--- src/hdl/ccpw_pkg.sv ---
package ccpw_pkg;
   localparam logic [7:0] ADDR_TMR_PERIOD = 8'h00;
   localparam logic [7:0] ADDR_TMR_CTRL = 8'h04;
   localparam logic [7:0] ADDR_DUTY = 8'h08;
   localparam logic [7:0] ADDR_MOD_CTRL = 8'h0c;
   localparam logic [7:0] ADDR_COUNT = 8'h10;
   localparam logic [7:0] ADDR_IRQ_STAT = 8'h14;
   localparam logic [7:0] ADDR_IRQ_MASK = 8'h18;
   localparam logic [7:0] ADDR_SLEEP = 8'h1c;
   localparam int TMR_ON_BIT = 0;
   localparam int TMR_KEEP_BIT = 1;
   localparam int MODE_LSB = 0;
   localparam int MODE_W = 2;
   localparam int MOD_EN_BIT = 2;
   localparam int IRQ_PERIOD_BIT = 0;
   localparam int IRQ_CMP_BIT = 1;
   localparam int IRQ_W = 2;
   localparam int DUTY_W = 16;
   localparam int RES_W = 10;
   localparam int PRESC_DIV = 4;
   localparam logic [1:0] PRESC_LAST = 2'h3;
   localparam logic [7:0] PERIOD_RST = 8'hff;
   localparam logic [1:0] MODE_OFF = 2'h0;
   localparam logic [1:0] MODE_COMPARE = 2'h1;
   localparam logic [1:0] MODE_PWM = 2'h2;

   typedef struct packed {
      logic [7:0] addr;
      logic write;
      logic [31:0] wdata;
   } ccpw_req_t;
endpackage

--- src/hdl/ccpw_top.sv ---
`timescale 1ns/1ns
module ccpw_top (
   input wire logic CLK_SYS_I,
   input wire logic SRST_I,
   input wire logic PSEL_I,
   input wire logic PENABLE_I,
   input wire logic PWRITE_I,
   input wire logic [31:0] PADDR_I,
   input wire logic [31:0] PWDATA_I,
   output logic [31:0] PRDATA_O,
   output logic PREADY_O,
   output logic PSLVERR_O,
   input wire logic SLEEP_I,
   output logic PWM_OUTPUT_PIN_O,
   output logic IRQ_O,
   output logic WAKE_O
);
   ////////////////////////////////////////////////////////////////////////////////
   ccpw_pkg::ccpw_req_t req;
   logic [7:0] period_ff;
   logic [1:0] tmr_ctrl_ff;
   logic [15:0] duty_ff;
   logic [15:0] duty_act_ff;
   logic [2:0] mod_ctrl_ff;
   logic [ccpw_pkg::IRQ_W-1:0] stat_ff;
   logic [ccpw_pkg::IRQ_W-1:0] mask_ff;
   logic [1:0] presc_ff;
   logic [7:0] tmr_ff;
   logic [9:0] cnt10_ff;
   logic [31:0] prdata_ff;
   logic pready_ff;
   logic slverr_ff;
   logic pin_ff;
   logic irq_ff;
   logic wake_ff;

   assign req = '{addr: PADDR_I[7:0], write: PWRITE_I, wdata: PWDATA_I};

   ////////////////////////////////////////////////////////////////////////////////
   // bus decode
   function automatic logic addr_hit(input logic [7:0] a, input logic [7:0] reg_addr);
      addr_hit = (a == reg_addr);
   endfunction

   function automatic logic [31:0] rfield(input logic [15:0] v);
      rfield = {16'h0000, v};
   endfunction

   wire setup = PSEL_I && !PENABLE_I;
   wire first_acc = PSEL_I && PENABLE_I && !pready_ff;
   wire acc = PSEL_I && PENABLE_I && pready_ff;
   wire page_ok = (PADDR_I[31:8] == 24'h000000);
   wire align_ok = (PADDR_I[1:0] == 2'h0);
   wire in_map = page_ok && align_ok && (req.addr <= ccpw_pkg::ADDR_SLEEP);
   // writes outside the map are dropped
   wire wr = acc && req.write && in_map;

   ////////////////////////////////////////////////////////////////////////////////
   // address decode
   wire wr_period = wr && addr_hit(req.addr, ccpw_pkg::ADDR_TMR_PERIOD);
   wire wr_tctrl = wr && addr_hit(req.addr, ccpw_pkg::ADDR_TMR_CTRL);
   wire wr_duty = wr && addr_hit(req.addr, ccpw_pkg::ADDR_DUTY);
   wire wr_mctrl = wr && addr_hit(req.addr, ccpw_pkg::ADDR_MOD_CTRL);
   wire wr_stat = wr && addr_hit(req.addr, ccpw_pkg::ADDR_IRQ_STAT);
   wire wr_mask = wr && addr_hit(req.addr, ccpw_pkg::ADDR_IRQ_MASK);
   wire [1:0] stat_clr = wr_stat ? PWDATA_I[ccpw_pkg::IRQ_W-1:0] : 2'h0;

   ////////////////////////////////////////////////////////////////////////////////
   // register next values
   wire [7:0] nxt_period = wr_period ? PWDATA_I[7:0] : period_ff;
   wire [1:0] nxt_tmr_ctrl = wr_tctrl ? PWDATA_I[1:0] : tmr_ctrl_ff;
   wire [15:0] nxt_duty = wr_duty ? PWDATA_I[ccpw_pkg::DUTY_W-1:0] : duty_ff;
   wire [2:0] nxt_mod_ctrl = wr_mctrl ? PWDATA_I[2:0] : mod_ctrl_ff;
   wire [1:0] nxt_mask = wr_mask ? PWDATA_I[ccpw_pkg::IRQ_W-1:0] : mask_ff;

   ////////////////////////////////////////////////////////////////////////////////
   // time base
   wire [1:0] mode = mod_ctrl_ff[ccpw_pkg::MODE_LSB +: ccpw_pkg::MODE_W];
   wire mod_en = mod_ctrl_ff[ccpw_pkg::MOD_EN_BIT];
   wire pwm_sel = mod_en && (mode == ccpw_pkg::MODE_PWM);
   wire cmp_sel = mod_en && (mode == ccpw_pkg::MODE_COMPARE);
   wire tmr_on = tmr_ctrl_ff[ccpw_pkg::TMR_ON_BIT];
   wire tmr_keep = tmr_ctrl_ff[ccpw_pkg::TMR_KEEP_BIT];
   // time base stalls in sleep unless it runs on a clock kept alive
   wire tb_live = tmr_on && (!SLEEP_I || tmr_keep);
   // one timer step every fourth system clock
   wire tick = tb_live && (presc_ff == ccpw_pkg::PRESC_LAST);
   wire [1:0] nxt_presc = tb_live ? presc_ff + 2'h1 : presc_ff;
   // timer restarts on period match, giving the period boundary
   wire per_match = tick && (tmr_ff == period_ff);
   wire [7:0] tmr_inc = tmr_ff + 8'h01;
   wire [7:0] nxt_tmr = per_match ? 8'h00 : (tick ? tmr_inc : tmr_ff);
   // 10-bit count: timer in the upper 8 bits, prescaler in the lower 2
   wire [9:0] nxt_cnt10 = {nxt_tmr, nxt_presc};
   // duty value latched at the period boundary and on every clock while the timer is off
   wire [15:0] nxt_duty_act = (per_match || !tmr_on) ? duty_ff : duty_act_ff;
   // only the low ten bits set the steps, more steps give a longer high
   wire [9:0] duty10 = duty_act_ff[ccpw_pkg::RES_W-1:0];
   wire [9:0] nxt_duty10 = nxt_duty_act[ccpw_pkg::RES_W-1:0];

   ////////////////////////////////////////////////////////////////////////////////
   // waveform
   // high from period start until count reaches duty; zero stays low
   // a duty beyond the period never matches so the output stays high
   // the new duty already shapes the first step of its period
   wire pin_on = nxt_cnt10 < nxt_duty10;
   wire nxt_pin = pwm_sel && pin_on;
   // compare match on the last prescaler step of the matching timer value
   wire cmp_evt = cmp_sel && tick && ({tmr_ff, ccpw_pkg::PRESC_LAST} == duty10);
   wire per_evt = per_match && mod_en;
   wire [ccpw_pkg::IRQ_W-1:0] evt = {cmp_evt, per_evt};

   ////////////////////////////////////////////////////////////////////////////////
   // interrupts: set wins over write-one-to-clear
   wire [ccpw_pkg::IRQ_W-1:0] nxt_stat = (stat_ff & ~stat_clr) | evt;
   wire [ccpw_pkg::IRQ_W-1:0] pend = nxt_stat & nxt_mask;
   wire nxt_irq = |pend;
   // wake only from an enabled compare event
   wire nxt_wake = SLEEP_I && pend[ccpw_pkg::IRQ_CMP_BIT];

   ////////////////////////////////////////////////////////////////////////////////
   // read mux
   wire [31:0] rd_period = rfield({8'h00, period_ff});
   wire [31:0] rd_tctrl = rfield({14'h0000, tmr_ctrl_ff});
   wire [31:0] rd_duty = rfield(duty_ff);
   wire [31:0] rd_mctrl = rfield({13'h0000, mod_ctrl_ff});
   wire [31:0] rd_count = rfield({6'h00, cnt10_ff});
   wire [31:0] rd_stat = rfield({14'h0000, stat_ff});
   wire [31:0] rd_mask = rfield({14'h0000, mask_ff});
   wire [31:0] rd_sleep = rfield({15'h0000, SLEEP_I});
   logic [31:0] rd;
   always_comb begin
      rd = 32'h00000000;
      unique case (req.addr)
         ccpw_pkg::ADDR_TMR_PERIOD: rd = rd_period;
         ccpw_pkg::ADDR_TMR_CTRL: rd = rd_tctrl;
         ccpw_pkg::ADDR_DUTY: rd = rd_duty;
         ccpw_pkg::ADDR_MOD_CTRL: rd = rd_mctrl;
         ccpw_pkg::ADDR_COUNT: rd = rd_count;
         ccpw_pkg::ADDR_IRQ_STAT: rd = rd_stat;
         ccpw_pkg::ADDR_IRQ_MASK: rd = rd_mask;
         ccpw_pkg::ADDR_SLEEP: rd = rd_sleep;
         default: rd = 32'h00000000;
      endcase
   end

   ////////////////////////////////////////////////////////////////////////////////
   // bus answer: one wait state, ready pulses in the second access cycle
   wire nxt_slverr = first_acc && !in_map;
   wire [31:0] nxt_prdata = (in_map && !req.write) ? rd : 32'h00000000;

   always_ff @(posedge CLK_SYS_I) begin
      if (SRST_I) begin
         pready_ff <= 1'b0;
      end else begin
         pready_ff <= first_acc;
      end
   end

   always_ff @(posedge CLK_SYS_I) begin
      if (SRST_I) begin
         slverr_ff <= 1'b0;
      end else begin
         slverr_ff <= nxt_slverr;
      end
   end

   always_ff @(posedge CLK_SYS_I) begin
      if (SRST_I) begin
         prdata_ff <= 32'h00000000;
      end else if (first_acc) begin
         prdata_ff <= nxt_prdata;
      end
   end

   ////////////////////////////////////////////////////////////////////////////////
   // registers; same form each, period resets to PERIOD_RST, the others to zero
   always_ff @(posedge CLK_SYS_I) begin
      if (SRST_I) begin
         period_ff <= ccpw_pkg::PERIOD_RST;
      end else begin
         period_ff <= nxt_period;
      end
   end

   always_ff @(posedge CLK_SYS_I) begin
      if (SRST_I) begin
         tmr_ctrl_ff <= 2'h0;
      end else begin
         tmr_ctrl_ff <= nxt_tmr_ctrl;
      end
   end

   always_ff @(posedge CLK_SYS_I) begin
      if (SRST_I) begin
         duty_ff <= 16'h0000;
      end else begin
         duty_ff <= nxt_duty;
      end
   end

   always_ff @(posedge CLK_SYS_I) begin
      if (SRST_I) begin
         mod_ctrl_ff <= 3'h0;
      end else begin
         mod_ctrl_ff <= nxt_mod_ctrl;
      end
   end

   always_ff @(posedge CLK_SYS_I) begin
      if (SRST_I) begin
         mask_ff <= 2'h0;
      end else begin
         mask_ff <= nxt_mask;
      end
   end

   ////////////////////////////////////////////////////////////////////////////////
   // timer state
   always_ff @(posedge CLK_SYS_I) begin
      if (SRST_I) begin
         presc_ff <= 2'h0;
      end else begin
         presc_ff <= nxt_presc;
      end
   end

   always_ff @(posedge CLK_SYS_I) begin
      if (SRST_I) begin
         tmr_ff <= 8'h00;
      end else begin
         tmr_ff <= nxt_tmr;
      end
   end

   always_ff @(posedge CLK_SYS_I) begin
      if (SRST_I) begin
         cnt10_ff <= 10'h000;
      end else begin
         cnt10_ff <= nxt_cnt10;
      end
   end

   always_ff @(posedge CLK_SYS_I) begin
      if (SRST_I) begin
         duty_act_ff <= 16'h0000;
      end else begin
         duty_act_ff <= nxt_duty_act;
      end
   end

   ////////////////////////////////////////////////////////////////////////////////
   // status and outputs
   always_ff @(posedge CLK_SYS_I) begin
      if (SRST_I) begin
         stat_ff <= 2'h0;
      end else begin
         stat_ff <= nxt_stat;
      end
   end

   always_ff @(posedge CLK_SYS_I) begin
      if (SRST_I) begin
         pin_ff <= 1'b0;
      end else begin
         pin_ff <= nxt_pin;
      end
   end

   always_ff @(posedge CLK_SYS_I) begin
      if (SRST_I) begin
         irq_ff <= 1'b0;
      end else begin
         irq_ff <= nxt_irq;
      end
   end

   always_ff @(posedge CLK_SYS_I) begin
      if (SRST_I) begin
         wake_ff <= 1'b0;
      end else begin
         wake_ff <= nxt_wake;
      end
   end

   ////////////////////////////////////////////////////////////////////////////////
   // ports
   assign PRDATA_O = prdata_ff;
   assign PREADY_O = pready_ff;
   assign PSLVERR_O = slverr_ff;
   assign PWM_OUTPUT_PIN_O = pin_ff;
   assign IRQ_O = irq_ff;
   assign WAKE_O = wake_ff;

   wire unused = setup;
endmodule

--- config.mk ---
export PLATFORM = sky130hd
export DESIGN_NAME = ccpw_top
export DESIGN_NICKNAME = d
export VERILOG_FILES = /design/src/hdl/ccpw_pkg.sv /design/src/hdl/ccpw_top.sv
export SDC_FILE = /design/constraint.sdc
export NUM_CORES = 1
export LEC_CHECK = 0
export BUFFER_PORTS_ARGS = -buffer_cell sky130_fd_sc_hd__buf_2
export CORE_MARGIN = 8
export CORE_UTILIZATION = 52
export DETAILED_ROUTE_END_ITERATION = 16
export GPL_TIMING_DRIVEN = 1
export PLACE_DENSITY = 0.83
export SETUP_SLACK_MARGIN = 0.3
export SLEW_MARGIN = 20
export SYNTH_ARGS = -nofsm -noshare
export SYNTH_HDL_FRONTEND = slang
export SYNTH_SLANG_ARGS = --single-unit
--- constraint.sdc ---
create_clock -name CLK_SYS_I -period 3.4 [get_ports CLK_SYS_I]
set_input_delay 0.51 -clock CLK_SYS_I [delete_from_list [all_inputs] [get_ports CLK_SYS_I]]
set_output_delay 0.51 -clock CLK_SYS_I [all_outputs]
set_load 0.03 [all_outputs]
==> metrics <==
status=finished, final reports clean; drt total wl=10130 um; Post-synth EDFFs=0; detailed placer's ending HPWL=7707 um; Critical Path Sink Type=flop; # Post-CTS Setup Buffers=0; relative slew slack=58.01%; ys flop type=dfxtp_1; # Max-Cap Violations=0; setup violators final=0; top post-synthesis cells by area=dfxtp_1, mux2i_1, nand2_1; I/O Buffers=74; largest net degree at the start of global routing=41; class of the worst hold path=input pin to flop; die area=10340 um2; post-synthesis sequential area ratio=38.82%; Avg Cell Area, Syn=8.406 um2; Final nets=604; flops & latches, synth=74; cell area after synthesis=3816 um2; n_diodes=0; Die Y=101.7 um; Static Leakage=1.840 nW; startpoint class of the critical path=flop; r2r startpoint=period_ff[0]; worst path required time=3.64 ns; R2R cell count=12; cells after synthesis=454; Yosys warnings=0; RR Endpoint=PWM_OUTPUT_PIN_O; Bufs on Longest Clock Path=2; Synth area leader=dfxtp_1; num rows=31; Hold Crit Depth=2; # DRC=0; Routed wire per std cell=16.15 um; final core occ=61.95%; worst slack, placed=0.3959 ns; Worst Setup EP=PWM_OUTPUT_PIN_O; Final TNS setup=0 ns; worst-margin pin slew=0.6299 ns; via density per instance=5.558; vias in the first global route=3390; Area Growth Syn to Fin=16.49%; DR vias=3485; f_max=0.3499 GHz; CTS Sinks=74; GP Congestion=0.9045; most frequent cells in the layout=dfxtp_1, buf_2, nand2_1, nor2_1; worst-case register-to-register setup slack=0.54 ns; Root Driver=clkbuf_8; Total Routing Usage GR=19.76%; I/O pins=107; asr flop ratio synth=0%; pwr dens=374.7 nW/um2; WP data arrival=3.10 ns; clock-pin transition on the worst setup and hold timing paths=0.08 ns; global-route wire length before repair=16010 um; Worst Skew=0.007938 ns; share of the synthesized area in the top cell type=38.82%; RSZ-0062 raised after global routing=no; drt first pass iters=5; CP Max Fanout=10; fin crit period=2.858 ns; Num CTS Buffers=9; GRT overflow=0; period utilization=84.06%; Final Max Tran Viols=0; Detailed Route Iter0 Violations=213; effective utilization at floorplan=53.18%; die width=101.7 um; CTS tree=done; Routed Antenna Nets=0; final setup margin=0.5420 ns; worst vdd ir=0.2981 mV; Post-CTS Hold Buffers=0; Worst Path Class, Setup=flop to flop; core box area=7176 um2; Post-CTS Resized=0; origin of the worst setup path=period_ff[0]; unique cell type count in the Yosys netlist=52; initial antenna violation count=0; share of post-route cells with drive strength above 1=21.97%; Final Hold Fails=0; Clock Latency Late Sink=0.36 ns; H-Tree Depth=3
-- layer usage --
metal | part of all wire (%) | track usage [%] | vias to the layer above
met5 | 0 | 0 | -
met4 | 2.5 | 10.31 | 0
met3 | 11 | 6.392 | 29
met2 | 47 | 33.25 | 173
met1 | 39 | 21.70 | 1596
li1 | - | - | 1687
-- cells by family (layout without fill, tap and decap cells) --
kind of cell               count (synthesis)  count (layout)  synth area share, %
other                                      1              16              0.09827
DFF                                       74              74                38.82
xor gates and xnor gates                  17              17                3.902
and+or+nand+nor                          188             188                25.05
adders and majority gates                 11              11                3.607
buffers and inverters                     50             109                6.819
AOI/OAI and AO/OA                         84              84                14.00
muxes                                     29              29                7.705
-- registers in the layout, indices dropped and copies added, names as in the netlist, 2 cells and up --
name	flops
PRDATA_O	16
duty_act_ff	10
duty_ff	16
mask_ff	2
mod_ctrl_ff	3
period_ff	8
stat_ff	2
tmr_ctrl_ff	2
tmr_ff	8
-- critical path, cell delays in order, from the launching register on --
cell and delay [ns]:
dfxtp_1 0.34, xor2_1 0.17, nor4_1 0.40, nand2_2 0.16, o21ai_1 0.16, buf_4 0.24, mux2i_1 0.28, ha_1 0.18
nand4_1 0.16, nor3_1 0.21, o311ai_0 0.15, a41oi_1 0.20, nor3_1 0.09
-- synthesized netlist by cell type, types with 3 or more instances --
cell type,n
dfxtp_1,74
nand2_1,55
nor2_1,51
a21oi_1,26
mux2i_1,26
nor2b_1,25
clkbuf_1,24
o21ai_0,18
buf_4,16
a22oi_1,15
ha_1,11
nand3_1,11
nand4_1,10
xor2_1,9
a211o_1,8
xnor2_1,8
nor4_1,7
nor3_1,6
a22o_1,4
inv_1,4
buf_2,3
mux2_2,3
nand2b_1,3
or4_1,3
-- where the power goes --
part           switching [W]  internal, W
sequential       0.000000339     0.000867
clock               0.000340     0.000345
combinational      0.0000775    0.0000362
-- metrics by stage --
step                      hold WS, ns  power (W)  instance area [um2]  cells
after floorplan                0.4315  0.0009673                 3872    469
after global placement         0.4378  0.0009983                 4234    611
after detailed placement       0.4449  0.0009993                 4234    611
after CTS                      0.3571   0.001678                 4437    627
after global routing           0.3586   0.001736                 4446    627
final                          0.3685   0.001666                 4446    627
-- area by class of cell --
type	count	area (um2)
Clock inverter	7	78.83
Inverter	4	15.01
Sequential cell	74	1481
Timing Repair Buffer	89	483.0
Multi-Input combinational cell	345	2140
Tap cell	99	123.9
Fill cell	611	2730
Clock buffer	9	123.9
-- worst min-delay path by stage --
stage / from / slack, ns / endpoint
6_report: PWDATA_I[3] / 0.37 / period_ff[3]
5_1_grt: PWDATA_I[7] / 0.36 / period_ff[7]
4_1_cts: PWDATA_I[3] / 0.36 / period_ff[3]
3_5_place_dp: duty_ff[14] / 0.44 / duty_ff[14]
3_3_place_gp: duty_ff[15] / 0.44 / duty_ff[15]
2_1_floorplan: duty_ff[10] / 0.43 / duty_ff[10]
No activity file was read; power rests on OpenSTA's default activity.
